**src/rtl/usb_irq_pkg.sv**
```systemverilog
// Constants and carrier types for the frame number and interrupt flag block.
// Assumes one 200 MHz clock and an APB register port with 32-bit data.
// How it works
// - Frame number low register shows bits 7..0 of last frame, read-only.
// - Frame number high register bits 2..0 show frame bits 10..8.
// - Frame number high bits 7..3 read zero; writes ignored.
// - Interrupt request is high the cycle after any pending flag whose enable bit is set is one.
// - Reading a flag register returns flags then clears all but any set on the same edge.
// - Flag registers are read-only; enables live in separate registers.
// - IN flag register: endpoints 3..1 in bits 3..1, control endpoint bit 0.
// - OUT flag register: endpoints 3..1 in bits 3..1; one means pending.
// - Upper four bits of both endpoint flag registers read zero.
// - OUT flag register bit 0 is unused, reads zero, ignores writes.
// - Common flags set start-of-frame on token or on a missed frame.
// - Common flags set bus reset, resume in suspend, suspend when enabled.
// - IN endpoint enables for endpoints 0..3 come up set after reset.
package usb_irq_pkg;
  // Register indices, decoded from paddr[5:2] (printed offsets are register indices)
  localparam logic [3:0] IDX_IN_FLAGS = 4'h2;
  localparam logic [3:0] IDX_OUT_FLAGS = 4'h4;
  localparam logic [3:0] IDX_COMMON_FLAGS = 4'h6;
  localparam logic [3:0] IDX_IN_ENABLE = 4'h7;
  localparam logic [3:0] IDX_OUT_ENABLE = 4'h9;
  localparam logic [3:0] IDX_COMMON_ENABLE = 4'hB;
  localparam logic [3:0] IDX_FRAME_LOW = 4'hC;
  localparam logic [3:0] IDX_FRAME_HIGH = 4'hD;
  localparam logic [3:0] IDX_POWER_CTRL = 4'h1;
  // Reset values
  localparam logic [3:0] IN_ENABLE_RESET = 4'hF;
  localparam logic [3:0] OUT_ENABLE_RESET = 4'hE;
  localparam logic [3:0] COMMON_ENABLE_RESET = 4'h6;
  localparam logic [3:0] FLAGS_RESET = 4'h0;
  localparam logic [10:0] FRAME_RESET = 11'h000;
  // Common flag field positions
  localparam int COMMON_SUSPEND_BIT = 0;
  localparam int COMMON_RESUME_BIT = 1;
  localparam int COMMON_RESET_BIT = 2;
  localparam int COMMON_SOF_BIT = 3;
  // Frame period and watchdog slack for a synthesized start of frame
  localparam int FRAME_PERIOD_MS = 1;
  localparam int CLK_MHZ = 200;
  localparam int SOF_SLACK_CYCLES = 20;
  localparam int SOF_TIMEOUT_CYCLES =
    FRAME_PERIOD_MS * 1000 * CLK_MHZ + SOF_SLACK_CYCLES;
  localparam int SOF_CNT_W = 18;
  localparam int FLAG_W = 4;

  // Events reported by the USB core, one-cycle pulses
  typedef struct packed {
    logic [3:0] in_done;
    logic [3:0] out_done;
    logic sof_token;
    logic [10:0] frame;
    logic bus_reset;
    logic resume;
    logic suspend;
  } usb_events_t;
endpackage : usb_irq_pkg

```
**src/rtl/flag_bank.sv**
```systemverilog
// Read-to-clear bank of pending flags with a per-bit valid mask.
// Assumes set pulses and the clearing read come from the clk domain.
`timescale 1ns/1ps
module flag_bank #(
  parameter logic [3:0] VALID = 4'hF
) (
  // Clock and reset
  input wire logic clk,
  input wire logic nrst,
  // Events and clear
  input wire logic [3:0] set,
  input wire logic clear,
  // Flags
  output logic [3:0] flags
);
  // One flop per flag, set wins over a clearing read
  genvar i;
  generate
    for (i = 0; i < 4; i++)
    begin : g_flag
      if (VALID[i])
      begin : g_used
        always_ff @(posedge clk)
        begin
          if (!nrst)
            flags[i] <= 1'b0;
          else if (set[i])
            flags[i] <= 1'b1;
          else if (clear)
            flags[i] <= 1'b0;
        end

      end
      else
      begin : g_unused
        assign flags[i] = 1'b0;
      end
    end
  endgenerate
endmodule : flag_bank

```
**src/rtl/sof_watch.sv**
```systemverilog
// Start-of-frame watchdog: pulses when a frame token arrives or is overdue.
// Assumes sof_token is a one-cycle pulse in the clk domain.
`timescale 1ns/1ps
module sof_watch #(
  parameter int TIMEOUT = usb_irq_pkg::SOF_TIMEOUT_CYCLES
) (
  // Clock and reset
  input wire logic clk,
  input wire logic nrst,
  // Token in, frame event out
  input wire logic sof_token,
  input wire logic armed,
  output logic sof_event
);
  logic [usb_irq_pkg::SOF_CNT_W-1:0] count;
  logic overdue;

  assign overdue = armed &&
    (count == usb_irq_pkg::SOF_CNT_W'(TIMEOUT - 1));

  // Counter restarts on each real or synthesized frame
  always_ff @(posedge clk)
  begin
    if (!nrst || sof_token || overdue || !armed)
      count <= '0;
    else
      count <= count + 1'b1;
  end

  // Frame event fires for real token or a missed one
  always_ff @(posedge clk)
  begin
    if (!nrst)
      sof_event <= 1'b0;
    else
      sof_event <= sof_token || overdue;
  end
endmodule : sof_watch

```
**src/rtl/usb_frame_irq.sv**
```systemverilog
// Frame number registers, endpoint and common interrupt flags, APB slave.
// Assumes events from the USB core arrive as one-cycle pulses on clk.
`timescale 1ns/1ps
module usb_frame_irq (
  // Clock and reset
  input wire logic clk,
  input wire logic nrst,
  // APB slave
  input wire logic psel,
  input wire logic penable,
  input wire logic pwrite,
  input wire logic [5:0] paddr,
  input wire logic [31:0] pwdata,
  output logic [31:0] prdata,
  output logic pready,
  output logic pslverr,
  // Events from the USB core
  input wire usb_irq_pkg::usb_events_t events,
  // Interrupt request to the system interrupt enable
  output logic usb_irq
);
  logic [10:0] frame;
  logic [3:0] in_flags;
  logic [3:0] out_flags;
  logic [3:0] common_flags;
  logic [3:0] in_enable;
  logic [3:0] out_enable;
  logic [3:0] common_enable;
  logic suspend_detect_enable;
  logic suspended;
  logic sof_event;
  logic setup;
  logic wr_now;
  logic rd_now;
  logic aligned;
  logic [3:0] index;
  logic [7:0] next_rdata;
  logic mapped;
  logic clr_in;
  logic clr_out;
  logic clr_common;
  logic [3:0] common_set;
  logic next_irq;
  logic frames_started;
  logic watch_armed;

  // APB decode; every access completes in one access cycle
  assign setup = psel && !penable;
  assign aligned = (paddr[1:0] == 2'b00);
  assign index = paddr[5:2];
  assign wr_now = psel && penable && pready && pwrite;
  // Reads capture data and clear flags at the same setup edge, so an
  // event landing between capture and clear can never be lost
  assign rd_now = setup && !pwrite && aligned;
  assign clr_in = rd_now && index == usb_irq_pkg::IDX_IN_FLAGS;
  assign clr_out = rd_now && index == usb_irq_pkg::IDX_OUT_FLAGS;
  assign clr_common = rd_now && index == usb_irq_pkg::IDX_COMMON_FLAGS;

  // Ready rises one cycle after setup, so access lasts one cycle
  always_ff @(posedge clk)
  begin
    if (!nrst)
      pready <= 1'b0;
    else
      pready <= setup;
  end

  // Latched frame number from each received start-of-frame token
  always_ff @(posedge clk)
  begin
    if (!nrst)
      frame <= usb_irq_pkg::FRAME_RESET;
    else if (events.sof_token)
      frame <= events.frame;
  end

  // Suspend state follows core suspend and resume signalling
  always_ff @(posedge clk)
  begin
    if (!nrst)
      suspended <= 1'b0;
    else if (events.resume || events.bus_reset)
      suspended <= 1'b0;
    else if (events.suspend && suspend_detect_enable)
      suspended <= 1'b1;
  end

  // Common flag set terms
  always_comb
  begin
    common_set = 4'h0;
    common_set[usb_irq_pkg::COMMON_SOF_BIT] = sof_event;
    common_set[usb_irq_pkg::COMMON_RESET_BIT] = events.bus_reset;
    common_set[usb_irq_pkg::COMMON_RESUME_BIT] =
      events.resume && suspended;
    common_set[usb_irq_pkg::COMMON_SUSPEND_BIT] =
      events.suspend && suspend_detect_enable;
  end

  // Watchdog arms after the first real token, disarms on bus reset
  always_ff @(posedge clk)
  begin
    if (!nrst || events.bus_reset)
      frames_started <= 1'b0;
    else if (events.sof_token)
      frames_started <= 1'b1;
  end

  // No frames are expected while suspended
  assign watch_armed = frames_started && !suspended;

  // Missed frame tokens are synthesized once frames have started
  sof_watch u_sof (
    .clk(clk),
    .nrst(nrst),
    .sof_token(events.sof_token),
    .armed(watch_armed),
    .sof_event(sof_event)
  );

  // IN endpoint flags, all four bits live
  flag_bank #(.VALID(4'hF)) u_in (
    .clk(clk),
    .nrst(nrst),
    .set(events.in_done),
    .clear(clr_in),
    .flags(in_flags)
  );

  // OUT endpoint flags, bit zero unused
  flag_bank #(.VALID(4'hE)) u_out (
    .clk(clk),
    .nrst(nrst),
    .set(events.out_done),
    .clear(clr_out),
    .flags(out_flags)
  );

  // Common flags
  flag_bank #(.VALID(4'hF)) u_common (
    .clk(clk),
    .nrst(nrst),
    .set(common_set),
    .clear(clr_common),
    .flags(common_flags)
  );

  // Enable registers, written by software; flag registers ignore writes
  always_ff @(posedge clk)
  begin
    if (!nrst)
    begin
      in_enable <= usb_irq_pkg::IN_ENABLE_RESET;
      out_enable <= usb_irq_pkg::OUT_ENABLE_RESET;
      common_enable <= usb_irq_pkg::COMMON_ENABLE_RESET;
      suspend_detect_enable <= 1'b0;
    end
    else if (wr_now && aligned)
    begin
      unique case (index)
        usb_irq_pkg::IDX_IN_ENABLE: in_enable <= pwdata[3:0];
        usb_irq_pkg::IDX_OUT_ENABLE: out_enable <= {pwdata[3:1], 1'b0};
        usb_irq_pkg::IDX_COMMON_ENABLE: common_enable <= pwdata[3:0];
        usb_irq_pkg::IDX_POWER_CTRL: suspend_detect_enable <= pwdata[0];
        default: ;
      endcase
    end
  end

  // Read mux; upper bits zero in every register
  always_comb
  begin
    next_rdata = 8'h00;
    mapped = aligned;
    unique case (index)
      usb_irq_pkg::IDX_IN_FLAGS: next_rdata = {4'h0, in_flags};
      usb_irq_pkg::IDX_OUT_FLAGS:
        next_rdata = {4'h0, out_flags[3:1], 1'b0};
      usb_irq_pkg::IDX_COMMON_FLAGS: next_rdata = {4'h0, common_flags};
      usb_irq_pkg::IDX_IN_ENABLE: next_rdata = {4'h0, in_enable};
      usb_irq_pkg::IDX_OUT_ENABLE: next_rdata = {4'h0, out_enable};
      usb_irq_pkg::IDX_COMMON_ENABLE: next_rdata = {4'h0, common_enable};
      usb_irq_pkg::IDX_POWER_CTRL:
        next_rdata = {6'h00, suspended, suspend_detect_enable};
      usb_irq_pkg::IDX_FRAME_LOW: next_rdata = frame[7:0];
      usb_irq_pkg::IDX_FRAME_HIGH:
        next_rdata = {5'h00, frame[10:8]};
      default: mapped = 1'b0;
    endcase
  end

  // Read data and error captured in the setup cycle, stable in access
  always_ff @(posedge clk)
  begin
    if (!nrst)
    begin
      prdata <= 32'h0000_0000;
      pslverr <= 1'b0;
    end
    else if (setup)
    begin
      prdata <= pwrite ? 32'h0000_0000 : {24'h00_0000, next_rdata};
      pslverr <= !mapped;
    end
  end

  // Any pending and enabled flag raises the request
  assign next_irq = |(in_flags & in_enable) | |(out_flags & out_enable) |
    |(common_flags & common_enable);

  always_ff @(posedge clk)
  begin
    if (!nrst)
      usb_irq <= 1'b0;
    else
      usb_irq <= next_irq;
  end
endmodule : usb_frame_irq

```
**config.mk**
```make
export PLATFORM = sky130hd
export DESIGN_NAME = usb_frame_irq
export DESIGN_NICKNAME = d
export VERILOG_FILES = /design/src/rtl/usb_irq_pkg.sv /design/src/rtl/flag_bank.sv /design/src/rtl/sof_watch.sv /design/src/rtl/usb_frame_irq.sv
export SDC_FILE = /design/constraint.sdc
export NUM_CORES = 1
export LEC_CHECK = 0
export ABC_AREA = 0
export BUFFER_PORTS_ARGS = -buffer_cell sky130_fd_sc_hd__clkbuf_2
export CELL_PAD_IN_SITES_DETAIL_PLACEMENT = 0
export CELL_PAD_IN_SITES_GLOBAL_PLACEMENT = 2
export CORE_UTILIZATION = 25
export DETAILED_ROUTE_END_ITERATION = 8
export MAX_ROUTING_LAYER = met4
export PLACE_DENSITY = 0.72
export SYNTH_ARGS = -nofsm -noshare
export SYNTH_HDL_FRONTEND = slang
export SYNTH_SLANG_ARGS = --single-unit
export TNS_END_PERCENT = 50
```
**constraint.sdc**
```tcl
create_clock -name clk -period 2.79 [get_ports clk]
set_clock_uncertainty 0.1 [all_clocks]
set_input_delay 0 -clock clk [delete_from_list [all_inputs] [get_ports clk]]
set_output_delay 0 -clock clk [all_outputs]
set_load 0.01 [all_outputs]
```
==> impl_metrics.toml <==
[sta]
rsz0062_at_grt = "no"
slew_viol_final = 0
tightest_slew_ns = 0.664
slew_headroom_pct = 55.3
timing.fmax_ghz = 0.414
layout_setup_ws_ns = 0.372
fin_setup_tns_ns = 0
finalSetupViolCount = 0
post-route-period-util_pct = 86.7
hold_viol_final = 0
min_period_ns = 2.42

[cts]
cts_sinks = 66
cts_resized = 0
clk_path_buf_depth = 2
holdBufCountCts = 31
numCtsBuffers = 9
cts_tree = "done"
htreeDepth = 3
post_cts_buffers = 0
clk_latency_ns = 0.32
ctsRootBufferMaster = "clkbuf_16"
cts.clk_slew.worst_paths_ns = 0.06

[floorplanning]
start_util_pct = 26.0
dieArea_mm2 = 0.0131
core_area_mm2 = 0.0122
dieHeight_um = 114
row_count = 40
ioPinCount = 101
die_w_um = 114

[route]
avgViaCountPerCell = 4.44
drcViolationCount = 0
drt_first_pass_iters = 4
met2_length_um = 3830
routed_wl_um = 8050
wl_met1_um = 3810
dr_wl_met3_um = 337
topRoutingLayerUsed = "met4"
routedWlPerCell_um = 13.4
vias = 2662
drt_iter0_drc = 118
drtAntennaViolNets = 0

[global_route]
grt_max_degree = 34
grt_pass1_vias = 2603
grt_usage_pct = 13.4
grt_pass1_wl_um = 13100
gr-total-overflow = 0
antenna_found_initial = 0

[synth]
ys_seq_area_share_pct = 41.8
netlist.top_cell.by_area = "dfxtp_1"
synth_area_per_cell_um2 = 8.96
yosys_most_used_dff = "dfxtp_1"
yosys_register_bits = 66
synthDistinctLibCells = 53
yosys_warnings = 0
async_flop_share_pct = 0
synth_edf_count = 0
synth_area_leaders = "dfxtp_1, mux2i_1, nor2_1"
syn_area_mm2 = 0.00316
syn_inst = 353
yosysTopAreaCellShare_pct = 41.8

[critical_path]
critPathArrivalTime_ns = 2.53
startpoint_type = "primary input"
worst_r2r_path_depth = 5
worstPathMaxFanout = 4
crit_type = "in2reg"
r2r_end = "common_enable[2]$_SDFFE_PN1P_"
worstSetupEndpoint = "common_enable[2]$_SDFFE_PN1P_"
required_ns = 2.90
reg2reg_slack_ns = 0.40
reg2reg_from = "pready$_SDFF_PN0_"
crit_path_start = "penable"
endpoint_kind = "register"

[final_layout]
fin_nets = 494
drive_gt1_share_pct = 16.9
num_antenna_cells = 0
area_growth_pct = 27.6

[placement]
post-place-ws_ns = 0.809
place.gp.congestion = 0.773
dp_hpwl_um = 5940
portBuffers = 47

[min_path]
holdCritPathClass = "in2reg"

[power]
peakVddDrop_uv = 275
p_per_area_mw_per_mm2 = 569
p_leak_nw = 1.56

[run_status]
outcome = "finished, final reports clean"

[job]
maxCapViolCount = 0
-- Yosys cell counts (7+ instances only) --
master,n
nand3_1,11
nor4_1,7
inv_1,10
xnor2_1,11
dfxtp_1,66
a22oi_1,7
buf_4,24
a21oi_1,17
mux2i_1,29
nand2_1,16
nor2_1,57
-- kinds of logic (layout without fill, tap and decap cells) --
family                   after synthesis  after routing  synth area share [%]
AO/OA/AOI/OAI                         53             53                  11.6
AND/OR/NAND/NOR                      139            139                  22.9
buffers and inverters                 49            105                  9.89
other                                  1             24                 0.119
flip-flops                            66             66                  41.8
XOR/XNOR                              14             14                  3.88
adder cells (fa/ha/maj)                1              1                 0.396
multiplexers                          30             30                  9.53
-- critical path, cell delays in order --
cell,delay (ns)
dlygate4sd3_1,0.53
clkbuf_2,0.15
nand4_1,0.29
or4_1,0.73
mux2i_1,0.20
nand2_1,0.06
dlygate4sd3_1,0.56
-- cell type report --
type,instances,area [um2]
Tap cell,168,210
Inverter,10,37.5
Fill cell,1291,8130
Timing Repair Buffer,79,553
Multi-Input combinational cell,261,1620
Clock inverter,4,51.3
Clock buffer,12,246
Sequential cell,66,1320
-- how the worst min path moves through the flow --
stage               start                     endpoint  slack, ns  cells past startpoint
6_report           pwrite       prdata[6]$_SDFFE_PN0N_       0.01                      4
5_1_grt              psel         pslverr$_SDFFE_PN0N_       0.05                      3
4_1_cts              psel            pready$_SDFF_PN0_      0.003                      3
3_5_place_dp   events[16]  u_out.flags[1]$_SDFFE_PN0P_       0.12                      3
3_3_place_gp   events[18]  u_out.flags[3]$_SDFFE_PN0P_       0.11                      3
2_1_floorplan   events[1]       suspended$_SDFFE_PP0P_      -0.02                      1
-- metrics by stage --
step,total power [mW],area [um2],std cells,utilization (%),hold WS (ns)
2_1_floorplan,1.13,3250,376,-,-0.0211
5_1_grt,2.39,4040,600,33.2,0.0501
4_1_cts,2.32,4040,600,33.2,0.00274
6_report,2.29,4040,600,33.2,0.0115
3_5_place_dp,1.17,3430,553,28.2,0.117
3_3_place_gp,1.17,3430,553,28.2,0.111
-- metal layers --
metal	vias up	global-route usage (%)
met5	-	-
met4	0	3.64
met3	7	3.12
met2	55	21.9
met1	1249	16.5
li1	1351	-
-- report_power, final --
group / switching [mW] / internal (mW) / leakage (nW)
Sequential: 0.0176 / 0.967 / 0.538
Clock: 0.395 / 0.716 / 0.143
Combinational: 0.108 / 0.0895 / 0.875
Total: 0.521 / 1.77 / 1.56
-- cells in the final DEF (no fill, tap or decap), types with 4 or more instances in the layout --
cell	synthesis	layout
dfxtp_1	66	66
nor2_1	57	57
clkbuf_2	0	47
dlygate4sd3_1	0	31
mux2i_1	29	29
conb_1	1	24
a21oi_1	17	17
nand2_1	16	16
nand3_1	11	11
xnor2_1	11	11
inv_1	10	10
clkbuf_16	0	9
a22oi_1	7	7
nor4_1	7	7
nand4_1	6	6
nor3_1	6	6
nand2b_1	6	6
nand3b_1	5	5
nor2b_1	5	5
or3_1	4	4
o21ai_0	4	4
-- flip-flops by register name, indices dropped and copies added, names as in the netlist, 3 cells and up --
register	count
u_in.flags	4
out_enable	3
u_sof.count	18
prdata	8
common_enable	4
in_enable	4
frame	11
u_out.flags	3
u_common.flags	4
(Power assumes the default switching activity.)
